[config.mk]
export PLATFORM = sky130hd
export DESIGN_NAME = xrdma_channel
export DESIGN_NICKNAME = d
export VERILOG_FILES = /design/src/inc/xrdma_pkg.sv /design/src/xrdma_req_sync.sv /design/src/xrdma_addr_step.sv /design/src/xrdma_channel.sv
export SDC_FILE = /design/constraint.sdc
export NUM_CORES = 1
export LEC_CHECK = 0
export BUFFER_PORTS_ARGS = -buffer_cell sky130_fd_sc_hd__buf_2
export CAP_MARGIN = 20
export CORE_ASPECT_RATIO = 0.9
export CORE_MARGIN = 4
export CORE_UTILIZATION = 55
export CTS_CLUSTER_DIAMETER = 50
export DETAILED_ROUTE_END_ITERATION = 16
export PLACE_DENSITY = 0.76
export SETUP_SLACK_MARGIN = 0.3
export SLEW_MARGIN = 20
export SYNTH_ARGS = -nofsm -noshare
export SYNTH_HDL_FRONTEND = slang
export SYNTH_SLANG_ARGS = --single-unit
export TNS_END_PERCENT = 20
[constraint.sdc]
create_clock -name clock_in -period 9.25 [get_ports clock_in]
set_clock_uncertainty 0.15 [all_clocks]
set_input_delay 1.85 -clock clock_in [delete_from_list [all_inputs] [get_ports clock_in]]
set_output_delay 1.85 -clock clock_in [all_outputs]
set_load 0.005 [all_outputs]
[src/inc/xrdma_pkg.sv]
// shared constants and types of the external request dma channel
`default_nettype none
package xrdma_pkg;
    // register byte addresses
    localparam logic [31:0] ADDR_SRC = 32'h00fffc80;
    localparam logic [31:0] ADDR_DST = 32'h00fffc84;
    localparam logic [31:0] ADDR_CNT = 32'h00fffc8c;
    localparam logic [31:0] ADDR_MODE = 32'h00fffc94;
    localparam logic [31:0] ADDR_ACTL = 32'h00fffc98;
    localparam logic [31:0] ADDR_STAT = 32'h00fffca0;
    localparam logic [31:0] ADDR_MASK = 32'h00fffca4;
    localparam logic [31:0] ADDR_OFFS = 32'h00fffca8;
    // mode control field positions
    localparam int XFER_EN_BIT = 31;
    localparam int DETECT_SEL_BIT = 27;
    localparam int IRQ_FLAG_BIT = 16;
    localparam int SIZE_LO = 14;
    localparam int MODE_LO = 12;
    localparam int IRQ_EN_BIT = 8;
    localparam int ACT_LO = 6;
    localparam int PRIO_LO = 0;
    // address control field positions
    localparam int ADDR_MODE_BIT = 31;
    localparam int SRC_UPD_LO = 20;
    localparam int DST_UPD_LO = 16;
    // field codes
    localparam logic [1:0] SIZE_BYTE = 2'h0;
    localparam logic [1:0] SIZE_WORD = 2'h1;
    localparam logic [1:0] MODE_NORMAL = 2'h0;
    localparam logic [1:0] ACT_EXT = 2'h3;
    localparam logic [1:0] UPD_FIXED = 2'h0;
    localparam logic [1:0] UPD_OFFSET = 2'h1;
    localparam logic [1:0] UPD_INC = 2'h2;
    localparam logic [1:0] UPD_DEC = 2'h3;
    localparam logic [2:0] PRIO_TOP = 3'h7;
    // values after reset
    localparam logic [31:0] WORD_RST = 32'h00000000;
    localparam logic [1:0] FIELD2_RST = 2'h0;
    localparam logic [2:0] PRIO_RST = 3'h0;
    // channel sequencer states
    typedef enum logic [1:0] {
        ST_IDLE = 2'b00,
        ST_READ = 2'b01,
        ST_WRITE = 2'b10,
        ST_UPDATE = 2'b11
    } xrdma_state_t;
endpackage
`default_nettype wire

[src/xrdma_req_sync.sv]
// synchroniser and falling edge detector for the external request pin
`timescale 1ns/1ps
`default_nettype none
module xrdma_req_sync (
    // clock and reset
    input wire logic clock_in,
    input wire logic rst_n_in,
    // raw pin, active low
    input wire logic ext_request_n_in,
    // filtered level and edge
    output logic low_out,
    output logic fall_out
);
    typedef struct packed {
        logic s1;
        logic s2;
        logic s3;
        logic stable;
        logic fall;
    } xrdma_sync_t;
    xrdma_sync_t sync_reg;
    xrdma_sync_t sync_next;

    // a level counts only once stages two and three agree
    always_comb begin
        sync_next = sync_reg;
        sync_next.s1 = ext_request_n_in;
        sync_next.s2 = sync_reg.s1;
        sync_next.s3 = sync_reg.s2;
        sync_next.fall = 1'b0;
        if (sync_reg.s2 == sync_reg.s3) begin
            sync_next.stable = sync_reg.s2;
            sync_next.fall = sync_reg.stable & ~sync_reg.s2;
        end
    end

    // idle pin is high, so reset to high
    always_ff @(posedge clock_in) begin
        if (!rst_n_in) begin
            sync_reg <= 5'h1f & ~5'h01;
        end else begin
            sync_reg <= sync_next;
        end
    end

    assign low_out = ~sync_reg.stable;
    assign fall_out = sync_reg.fall;
endmodule // xrdma_req_sync
`default_nettype wire

[src/xrdma_addr_step.sv]
// next address after one transfer, per update mode
`timescale 1ns/1ps
`default_nettype none
module xrdma_addr_step (
    // current address and settings
    input wire logic [31:0] addr_in,
    input wire logic [1:0] update_in,
    input wire logic [31:0] step_in,
    input wire logic [31:0] offset_in,
    // result
    output logic [31:0] next_out
);
    // fixed, offset added, increment or decrement by access size
    always_comb begin
        unique case (update_in)
            xrdma_pkg::UPD_FIXED: next_out = addr_in;
            xrdma_pkg::UPD_OFFSET: next_out = addr_in + offset_in;
            xrdma_pkg::UPD_INC: next_out = addr_in + step_in;
            xrdma_pkg::UPD_DEC: next_out = addr_in - step_in;
        endcase
    end
endmodule // xrdma_addr_step
`default_nettype wire

[src/xrdma_channel.sv]
// external request dma channel with ahb-lite register slave
// Notes on behaviour
// - transfers happen only while the transfer enable bit is one.
// - detect select bit picks low level (0) or falling edge (1) requests.
// - in edge mode the first transfer after enable starts on a low level.
// - two-bit access size sets access width; 00 means byte accesses.
// - two-bit transfer mode field; 00 means normal transfer mode.
// - interrupt enable bit gates the transfer-end request; zero blocks it.
// - readable writable end flag records a transfer-end request; zero means none.
// - two-bit activation source; 11 means the external request input starts transfers.
// - three-bit priority versus cpu; 111 is level seven, the highest.
// - address mode bit; zero selects dual address, one single address.
// - source update field; 01 adds the offset after each transfer.
// - destination update field; 01 adds the offset after each transfer.
// - each transfer decreases the 32-bit size counter by the access size.
//
// Decided for this implementation: register access over AHB-Lite.
`timescale 1ns/1ps
`default_nettype none
module xrdma_channel (
    // clock and reset
    input wire logic clock_in,
    input wire logic rst_n_in,
    // ahb-lite slave
    input wire logic hsel_in,
    input wire logic [31:0] haddr_in,
    input wire logic [1:0] htrans_in,
    input wire logic hwrite_in,
    input wire logic [2:0] hsize_in,
    input wire logic [31:0] hwdata_in,
    input wire logic hready_in,
    output logic [31:0] hrdata_out,
    output logic hreadyout_out,
    output logic hresp_out,
    // external request pin, active low
    input wire logic ext_request_n_in,
    // external bus master side
    output logic bus_request_out,
    output logic [2:0] bus_priority_out,
    output logic mem_read_out,
    output logic mem_write_out,
    output logic mem_single_out,
    output logic [1:0] mem_size_out,
    output logic [31:0] mem_addr_out,
    output logic [31:0] mem_wdata_out,
    input wire logic [31:0] mem_rdata_in,
    input wire logic mem_ack_in,
    // interrupt
    output logic irq_out
);
    typedef struct packed {
        xrdma_pkg::xrdma_state_t state;
        logic en;
        logic sel;
        logic irq_en;
        logic flag;
        logic sgl;
        logic first;
        logic pend;
        logic [1:0] size;
        logic [1:0] mode;
        logic [1:0] act;
        logic [1:0] src_upd;
        logic [1:0] dst_upd;
        logic [2:0] prio;
        logic [31:0] src;
        logic [31:0] dst;
        logic [31:0] cnt;
        logic [31:0] offs;
        logic [31:0] data;
        logic status;
        logic mask;
        logic ph_valid;
        logic ph_wr;
        logic [31:0] ph_addr;
        logic [31:0] hrdata;
        logic irq;
        logic mem_rd;
        logic mem_wr;
        logic [31:0] mem_addr;
        logic busy;
    } xrdma_regs_t;

    xrdma_regs_t r_reg;
    xrdma_regs_t r_next;
    logic req_low;
    logic req_fall;
    logic trigger;
    logic [31:0] step;
    logic [31:0] src_step;
    logic [31:0] dst_step;
    logic [31:0] mode_word;
    logic [31:0] actl_word;

    xrdma_req_sync u_sync (
        .clock_in(clock_in),
        .rst_n_in(rst_n_in),
        .ext_request_n_in(ext_request_n_in),
        .low_out(req_low),
        .fall_out(req_fall)
    );

    xrdma_addr_step u_src_step (
        .addr_in(r_reg.src),
        .update_in(r_reg.src_upd),
        .step_in(step),
        .offset_in(r_reg.offs),
        .next_out(src_step)
    );

    xrdma_addr_step u_dst_step (
        .addr_in(r_reg.dst),
        .update_in(r_reg.dst_upd),
        .step_in(step),
        .offset_in(r_reg.offs),
        .next_out(dst_step)
    );

    // bytes per access; byte, word, else long
    always_comb begin
        step = 32'h00000004;
        if (r_reg.size == xrdma_pkg::SIZE_BYTE) begin
            step = 32'h00000001;
        end else if (r_reg.size == xrdma_pkg::SIZE_WORD) begin
            step = 32'h00000002;
        end
    end

    // register images as software sees them
    always_comb begin
        mode_word = 32'h00000000;
        mode_word[xrdma_pkg::XFER_EN_BIT] = r_reg.en;
        mode_word[xrdma_pkg::DETECT_SEL_BIT] = r_reg.sel;
        mode_word[xrdma_pkg::IRQ_FLAG_BIT] = r_reg.flag;
        mode_word[xrdma_pkg::SIZE_LO +: 2] = r_reg.size;
        mode_word[xrdma_pkg::MODE_LO +: 2] = r_reg.mode;
        mode_word[xrdma_pkg::IRQ_EN_BIT] = r_reg.irq_en;
        mode_word[xrdma_pkg::ACT_LO +: 2] = r_reg.act;
        mode_word[xrdma_pkg::PRIO_LO +: 3] = r_reg.prio;
        actl_word = 32'h00000000;
        actl_word[xrdma_pkg::ADDR_MODE_BIT] = r_reg.sgl;
        actl_word[xrdma_pkg::SRC_UPD_LO +: 2] = r_reg.src_upd;
        actl_word[xrdma_pkg::DST_UPD_LO +: 2] = r_reg.dst_upd;
    end

    // other activation codes run as continuous auto request
    always_comb begin
        if (r_reg.act == xrdma_pkg::ACT_EXT) begin
            if (r_reg.sel) begin
                trigger = r_reg.pend | (r_reg.first & req_low);
            end else begin
                trigger = req_low;
            end
        end else begin
            trigger = 1'b1;
        end
    end

    // bus slave, channel sequencer and interrupt in one next-state process
    always_comb begin
        r_next = r_reg;
        r_next.ph_valid = 1'b0;
        // address phase: capture and prefetch read data
        if (hsel_in && htrans_in[1] && hready_in) begin
            r_next.ph_valid = 1'b1;
            r_next.ph_wr = hwrite_in;
            r_next.ph_addr = haddr_in;
            unique case (haddr_in)
                xrdma_pkg::ADDR_SRC: r_next.hrdata = r_reg.src;
                xrdma_pkg::ADDR_DST: r_next.hrdata = r_reg.dst;
                xrdma_pkg::ADDR_CNT: r_next.hrdata = r_reg.cnt;
                xrdma_pkg::ADDR_MODE: r_next.hrdata = mode_word;
                xrdma_pkg::ADDR_ACTL: r_next.hrdata = actl_word;
                xrdma_pkg::ADDR_STAT: r_next.hrdata = {31'h0, r_reg.status};
                xrdma_pkg::ADDR_MASK: r_next.hrdata = {31'h0, r_reg.mask};
                xrdma_pkg::ADDR_OFFS: r_next.hrdata = r_reg.offs;
                default: r_next.hrdata = 32'h00000000;
            endcase
        end
        // data phase write; unmapped addresses are ignored
        if (r_reg.ph_valid && r_reg.ph_wr) begin
            unique case (r_reg.ph_addr)
                xrdma_pkg::ADDR_SRC: r_next.src = hwdata_in;
                xrdma_pkg::ADDR_DST: r_next.dst = hwdata_in;
                xrdma_pkg::ADDR_CNT: r_next.cnt = hwdata_in;
                xrdma_pkg::ADDR_MODE: begin
                    r_next.en = hwdata_in[xrdma_pkg::XFER_EN_BIT];
                    r_next.first = hwdata_in[xrdma_pkg::XFER_EN_BIT] & ~r_reg.en;
                    r_next.pend = 1'b0;
                    r_next.sel = hwdata_in[xrdma_pkg::DETECT_SEL_BIT];
                    // flag only clears by writing zero
                    r_next.flag = r_reg.flag &
                        hwdata_in[xrdma_pkg::IRQ_FLAG_BIT];
                    r_next.size = hwdata_in[xrdma_pkg::SIZE_LO +: 2];
                    r_next.mode = hwdata_in[xrdma_pkg::MODE_LO +: 2];
                    r_next.irq_en = hwdata_in[xrdma_pkg::IRQ_EN_BIT];
                    r_next.act = hwdata_in[xrdma_pkg::ACT_LO +: 2];
                    r_next.prio = hwdata_in[xrdma_pkg::PRIO_LO +: 3];
                end
                xrdma_pkg::ADDR_ACTL: begin
                    r_next.sgl = hwdata_in[xrdma_pkg::ADDR_MODE_BIT];
                    r_next.src_upd = hwdata_in[xrdma_pkg::SRC_UPD_LO +: 2];
                    r_next.dst_upd = hwdata_in[xrdma_pkg::DST_UPD_LO +: 2];
                end
                xrdma_pkg::ADDR_STAT: r_next.status = r_reg.status & ~hwdata_in[0];
                xrdma_pkg::ADDR_MASK: r_next.mask = hwdata_in[0];
                xrdma_pkg::ADDR_OFFS: r_next.offs = hwdata_in;
                default: r_next.offs = r_next.offs;
            endcase
        end
        // a falling edge seen while waiting is kept until served
        if (req_fall) begin
            r_next.pend = 1'b1;
        end
        // sequencer; hardware updates land after the software write
        unique case (r_reg.state)
            xrdma_pkg::ST_IDLE: begin
                if (r_reg.en && r_reg.cnt != 32'h0 && trigger) begin
                    r_next.state = xrdma_pkg::ST_READ;
                    r_next.mem_rd = 1'b1;
                    r_next.mem_addr = r_reg.src;
                    r_next.pend = 1'b0;
                    r_next.first = 1'b0;
                end
            end
            xrdma_pkg::ST_READ: begin
                if (mem_ack_in) begin
                    r_next.data = mem_rdata_in;
                    r_next.mem_rd = 1'b0;
                    if (!r_reg.sgl) begin
                        r_next.state = xrdma_pkg::ST_WRITE;
                        r_next.mem_wr = 1'b1;
                        r_next.mem_addr = r_reg.dst;
                    end else begin
                        r_next.state = xrdma_pkg::ST_UPDATE;
                    end
                end
            end
            xrdma_pkg::ST_WRITE: begin
                if (mem_ack_in) begin
                    r_next.mem_wr = 1'b0;
                    r_next.state = xrdma_pkg::ST_UPDATE;
                end
            end
            xrdma_pkg::ST_UPDATE: begin
                r_next.state = xrdma_pkg::ST_IDLE;
                r_next.src = src_step;
                r_next.dst = dst_step;
                if (r_reg.cnt > step) begin
                    r_next.cnt = r_reg.cnt - step;
                end else begin
                    // count done: flag set wins over a clearing write
                    r_next.cnt = 32'h00000000;
                    r_next.flag = 1'b1;
                    r_next.status = 1'b1;
                    r_next.en = 1'b0;
                end
            end
        endcase
        r_next.busy = (r_next.state != xrdma_pkg::ST_IDLE);
        r_next.irq = (r_reg.flag & r_reg.irq_en) | (r_reg.status & r_reg.mask);
    end

    // control state cleared on reset
    always_ff @(posedge clock_in) begin
        if (!rst_n_in) begin
            r_reg <= '0;
        end else begin
            r_reg <= r_next;
        end
    end

    // outputs straight from flops, except hreadyout_out and hresp_out which are tied constant
    assign hrdata_out = r_reg.hrdata;
    assign hreadyout_out = 1'b1;
    assign hresp_out = 1'b0;
    assign bus_request_out = r_reg.busy;
    assign bus_priority_out = r_reg.prio;
    assign mem_read_out = r_reg.mem_rd;
    assign mem_write_out = r_reg.mem_wr;
    assign mem_single_out = r_reg.sgl;
    assign mem_size_out = r_reg.size;
    assign mem_addr_out = r_reg.mem_addr;
    assign mem_wdata_out = r_reg.data;
    assign irq_out = r_reg.irq;
endmodule // xrdma_channel
`default_nettype wire

==> key figures, run 1 <==
Run status
  – Outcome: completed

Setup path
  – WP buf/inv: 0
  – CP Cell Sequence: nor4_1 -> nor3b_1 -> nor3b_1 -> nand3_1 -> nor4_1 -> nor2b_1 -> xnor2_1 -> a21oi_1 -> ha_1 -> a21o_1 -> a21oi_1 -> o21bai_1 -> nor2_1 -> a31oi_1 -> a221oi_1 -> xnor2_1 -> a31oi_1
  – Critical path endpoint category: flip-flop
  – CP delay by family, top: simple AND/OR/NAND/NOR gates
  – WS Path Type: reg -> reg
  – R2R Path Start: r_reg[138]
  – CP max stage cell: a221oi_1
  – Worst path depth: 17
  – CP max FO: 11
  – WP data arrival: 5.75 ns
  – Crit path largest cell delay: 0.70 ns
  – Reg-to-reg slack, setup: 3.75 ns
  – R2R cell count: 17
  – Critical path required time: 9.50 ns
  – CP Launch Type: flip-flop
  – Capture point of the worst reg-to-reg path: r_reg[263]

Synth
  – Area of the mapped netlist: 0.0176 mm2
  – Ys async rst share: 0%
  – Synth Instances: 2289
  – Number of synthesized register bits: 291
  – Yosys warns: 0
  – Distinct cells, synth: 86
  – Post-synth EDFFs: 0
  – Avg Synthesized Cell Area: 7.67 um2
  – Register area share after synthesis: 33.2%
  – Post-synthesis net count: 2466
  – Top FF cell, synth: dfxtp_1

Routing
  – DRT Pass-1 Iters: 7
  – DR WL/cell: 21.7 um
  – Number of DRC markers in iteration 0: 2065
  – Detailed Route WL: 59300 um
  – Vias: 17488
  – ANT nets after route: 0
  – Residual DRC: 0
  – Drt via density: 6.39

Die
  – Die area: 0.0349 mm2
  – Top-level port count: 216
  – Row count: 61
  – Die Wd: 196 um
  – Die height: 178 um
  – Starting Density: 56.3%
  – Placeable Area: 0.0312 mm2

Min path
  – Hold EP: u_sync.sync_next[2]
  – Worst hold path class: reg -> reg
  – Min-delay src: u_sync.sync_next[3]
  – Hold depth: 1

GRT
  – Total track usage: 32.4%
  – First-pass GRT wire length: 90600 um
  – GR Overflow Total: 0
  – Antenna violations before repair: 0
  – Largest net degree at the start of global routing: 88
  – Vias in the first global route: 15915

Timing
  – Tmin final: 5.50 ns
  – Fmax: 182 MHz
  – Setup TNS: 0 ns
  – Slew Viols, Final: 0
  – RSZ-0062 raised after global routing: no
  – Setup violators final: 0
  – Setup ws final: 3.75 ns
  – Worst-margin pin slew: 1.11 ns
  – Period utilization: 59.5%
  – Hold Fails Final Rpt: 0
  – Relative slew slack: 25.6%

Finish
  – Final nets: 2477
  – Commonest non-fill, non-tap cells in the layout: nand2_1, dfxtp_1, a21oi_1
  – Multi-input gate area: 0.0103 mm2
  – Most common cell after layout, fill and taps aside: nand2_1
  – Antenna Cells: 0
  – Max FFs per register: 168
  – Layout cells sized above 1: 14.5%
  – Reg area: 0.00583 mm2
  – Number of fill cells: 2835
  – Syn-to-layout area delta: 9.46%

Clocking
  – TritonCTS Buffers: 37
  – CTS Sinks: 291
  – H-Tree Depth: 2
  – CTS root buf: clkbuf_16
  – Clk slew on worst S/H paths: 0.06 ns
  – Postcts setup bufs: 0
  – CTS Hold Bufs: 0
  – Clock Latency Late Sink: 0.54 ns
  – Resized cells post-CTS: 0
  – CTS Buffer Depth: 3
  – CTS tree: yes

Power and ir drop
  – Design Power: 2.81 mW
  – PD cells: 146 mW/mm2
  – Peak VDD IR: 0.000149 V
  – Leak: 7.54 nW

Placed design
  – Port bufs: 209
  – Dpl ws: 3.82 ns
  – DP HPWL: 42300 um
  – RePlAce Congestion: 1.02

Flow run
  – MaxCap Viol Count: 0
layout make-up:
class                      instances  area share [%]
timing repair buffer             234            6.42
clock inverter                    22            1.30
sequential                       291            30.3
multi-input combinational       1705            53.5
clock buffer                      45            5.23
inverter                          31           0.631
tap                              409            2.66
metrics by stage:
stage	instance area (um2)	utilization [%]	cells	hold slack, ns
after floorplan	17600	-	2289	0.236
after global routing	19200	61.6	2737	0.280
after detailed placement	18000	57.5	2670	0.246
final	19200	61.6	2737	0.257
after global placement	18000	57.5	2670	0.241
after CTS	19200	61.5	2737	0.258
power by group:
group	switching, mW	total (mW)	internal, mW
clock network	0.598	1.47	0.875
registers	0.00322	1.26	1.26
logic	0.0539	0.0797	0.0258
synthesized netlist by cell type (15+ instances only):
| library cell | count | share of area, % |
|---|---|---|
| a311oi_1 | 46 | 2.3 |
| inv_1 | 30 | 0.64 |
| clkbuf_1 | 118 | 2.5 |
| a21oi_1 | 244 | 7.0 |
| or3_1 | 21 | 0.75 |
| nor4_1 | 20 | 0.71 |
| xnor2_1 | 52 | 2.6 |
| nor2_1 | 212 | 4.5 |
| nand3_1 | 25 | 0.71 |
| o21ai_0 | 122 | 3.5 |
| nor3_1 | 21 | 0.60 |
| a22oi_1 | 60 | 2.6 |
| a222oi_1 | 20 | 1.1 |
| buf_4 | 106 | 4.5 |
| xor2_1 | 27 | 1.3 |
| ha_1 | 66 | 4.7 |
| mux2i_1 | 54 | 3.1 |
| buf_2 | 31 | 0.88 |
| a31oi_1 | 48 | 1.7 |
| nand2_1 | 391 | 8.4 |
| nand4_1 | 15 | 0.53 |
| dfxtp_1 | 291 | 33 |
| nor2b_1 | 16 | 0.57 |
| a21o_1 | 31 | 1.3 |
layer usage:
layer	track usage, %	routed length (um)	vias to the layer above	part of all wire [%]
met3	8.79	7720	122	13
met2	46.1	24200	1012	41
met5	0	0	-	0
li1	-	-	8133	-
met4	10.5	2040	0	3.4
met1	47.4	25400	8221	43
logic make-up (layout without fill, tap and decap cells):
| kind of cell | count (synthesis) | count (layout) | share of synthesized area, % |
|---|---|---|---|
| compound gates | 691 | 691 | 24.9 |
| xor+xnor | 79 | 79 | 3.94 |
| fa+ha+maj | 69 | 69 | 5.04 |
| buf+inv | 293 | 332 | 8.84 |
| flops | 291 | 291 | 33.2 |
| mux | 55 | 55 | 3.14 |
| other cells | 2 | 2 | 0.0428 |
| simple gates | 809 | 809 | 20.9 |
how the worst max path moves through the flow:
stage / startpoint / endpoint / slack, ns
2_1_floorplan: r_reg[147] / r_reg[260] / 4.98
4_1_cts: r_reg[138] / r_reg[263] / 3.79
3_3_place_gp: r_reg[138] / r_reg[263] / 3.82
3_5_place_dp: r_reg[138] / r_reg[263] / 3.82
5_1_grt: r_reg[138] / r_reg[263] / 3.27
6_report: r_reg[138] / r_reg[263] / 3.75
(Power assumes the default switching activity.)
==> inputs of run 2 (changes only) <==
==> constraint.sdc (replaced) <==
create_clock -name clock_in -period 5.65 [get_ports clock_in]
set_clock_uncertainty 0.15 [all_clocks]
set_input_delay 1.13 -clock clock_in [delete_from_list [all_inputs] [get_ports clock_in]]
set_output_delay 1.13 -clock clock_in [all_outputs]
set_load 0.005 [all_outputs]
==> key figures, run 2 (synthesis results as in run 1) <==
Finish
  – Final nets: 2477 (unchanged)
  – Layout cells sized above 1: 14.5% (about the same)
  – Max FFs per register: 168 (unchanged)
  – Most common cell after layout, fill and taps aside: nand2_1 (unchanged)
  – Commonest non-fill, non-tap cells in the layout: nand2_1, dfxtp_1, a21oi_1 (unchanged)
  – Antenna Cells: 0 (unchanged)
  – Core Util, Final: 61.5% (was 61.6%)
  – Syn-to-layout area delta: 9.39% (was 9.46%)

Placed design
  – Dpl ws: 0.754 ns (was 3.82 ns)
  – DP HPWL: 41100 um (was 42300 um)
  – Port bufs: 209 (unchanged)
  – RePlAce Congestion: 1.00 (was 1.02)

Timing
  – Period utilization: 88.5% (was 59.5%)
  – Tmin final: 5.00 ns (was 5.50 ns)
  – Hold Fails Final Rpt: 0 (unchanged)
  – Slew Viols, Final: 0 (unchanged)
  – Setup ws final: 0.652 ns (was 3.75 ns)
  – Worst-margin pin slew: 1.10 ns (was 1.11 ns)
  – Relative slew slack: 26.4% (was 25.6%)
  – Setup TNS: 0 ns (unchanged)
  – Fmax: 200 MHz (was 182 MHz)
  – RSZ-0062 raised after global routing: no (unchanged)
  – Setup violators final: 0 (unchanged)

Die
  – Starting Density: 56.3% (unchanged)
  – Die height: 178 um (unchanged)
  – Placeable Area: 0.0312 mm2 (unchanged)
  – Row count: 61 (unchanged)
  – Top-level port count: 216 (unchanged)
  – Die area: 0.0349 mm2 (unchanged)
  – Die Wd: 196 um (unchanged)

GRT
  – GR Util met2: 44.2% (was 46.1%)
  – Antenna violations before repair: 0 (unchanged)
  – M3 GR Usage: 9.07% (was 8.79%)
  – GRT busiest layer: met2 (was met1)
  – Total track usage: 30.6% (was 32.4%)
  – GR Overflow Total: 0 (unchanged)
  – First-pass GRT wire length: 86300 um (was 90600 um)
  – Routing usage on met1: 43.7% (was 47.4%)
  – Largest net degree at the start of global routing: 88 (unchanged)
  – Vias in the first global route: 15620 (was 15915)

Power and ir drop
  – PD cells: 238 mW/mm2 (was 146 mW/mm2)
  – Leak: 7.53 nW (was 7.54 nW)
  – Peak VDD IR: 0.000228 V (was 0.000149 V)
  – Design Power: 4.57 mW (was 2.81 mW)

Setup path
  – CP max FO: 7 (was 11)
  – Critical path endpoint category: flip-flop (unchanged)
  – Critical path required time: 5.91 ns (was 9.50 ns)
  – CP Launch Type: flip-flop (unchanged)
  – WS Path Type: reg -> reg (unchanged)
  – WP data arrival: 5.26 ns (was 5.75 ns)

Clocking
  – Clk slew on worst S/H paths: 0.06 ns (about the same)
  – CTS Sinks: 291 (unchanged)
  – CTS root buf: clkbuf_16 (unchanged)
  – TritonCTS Buffers: 37 (unchanged)
  – CTS Hold Bufs: 0 (unchanged)
  – CTS tree: yes (unchanged)
  – Clock Latency Late Sink: 0.53 ns (was 0.54 ns)
  – CTS Buffer Depth: 3 (unchanged)
  – H-Tree Depth: 2 (unchanged)

Routing
  – Drt via density: 6.28 (was 6.39)
  – Detailed Route WL: 55900 um (was 59300 um)
  – Number of DRC markers in iteration 0: 2361 (was 2065)
  – Vias: 17171 (was 17488)
  – DR WL/cell: 20.4 um (was 21.7 um)
  – Residual DRC: 0 (unchanged)
  – DRT Pass-1 Iters: 8 (was 7)
  – ANT nets after route: 0 (unchanged)

Flow run
  – MaxCap Viol Count: 0 (unchanged)

Min path
  – Worst hold path class: reg -> reg (unchanged)

Run status
  – Outcome: completed (unchanged)
[run 2: final cells by class]
type / count / area [um2]
Clock buffer: 46 / 1030
Clock inverter: 19 / 219
Fill cell: 2759 / 12000
Inverter: 31 / 121
Multi-Input combinational cell: 1705 / 10300
Sequential cell: 291 / 5830
Tap cell: 409 / 512
Timing Repair Buffer: 234 / 1230
[run 2: final timing paths]
path              depth (start not counted)                 from             endpoint  slack (ns)
setup / recovery                         17           r_reg[147]           r_reg[260]        0.65
hold / removal                            1  u_sync.sync_next[3]  u_sync.sync_next[2]        0.26
setup reg to reg                         17           r_reg[147]           r_reg[260]        0.65
hold reg to reg                           1  u_sync.sync_next[3]  u_sync.sync_next[2]        0.26
[run 2: where the power goes]
group	total [mW]	internal [mW]	switching [mW]
clock network	2.38	1.42	0.965
logic	0.126	0.0417	0.0842
registers	2.07	2.06	0.00525
[run 2: what timing repair did]
action | in CTS | in global routing
resized for setup | 0 | 1
endpoints found under the setup margin | 0 | 2
setup buffers | 0 | 0
hold endpoints to repair | 0 | 0
[run 2: critical path, stage by stage (launching register included)]
cell and delay [ns]:
dfxtp_1 0.37, nor4_1 0.54, nand2_1 0.20, or3_1 0.38, nand2b_1 0.18, or3_1 0.42
xor2_1 0.26, a21oi_1 0.11, ha_1 0.40, a21oi_1 0.33, o21ai_0 0.19, a21o_1 0.21
a221o_1 0.30, a21oi_1 0.27, o21bai_1 0.11, a21oi_1 0.21, xnor2_1 0.09, o21a_1 0.16
[run 2: routing by layer]
metal  part of all wire [%]  vias to the layer above  wire (um)
met3                     14                      118       8040
met4                    3.4                        0       1890
li1                       -                     8110          -
met5                      0                        -          0
met2                     41                     1034      22800
met1                     41                     7909      23100
[run 2: stage by stage]
step / cells / hold WS [ns] / cell area, um2
final: 2735 / 0.263 / 19200
after detailed placement: 2670 / 0.252 / 17900
after floorplan: 2289 / 0.236 / 17600
after CTS: 2735 / 0.267 / 19200
after global routing: 2735 / 0.275 / 19200
after global placement: 2670 / 0.243 / 17900
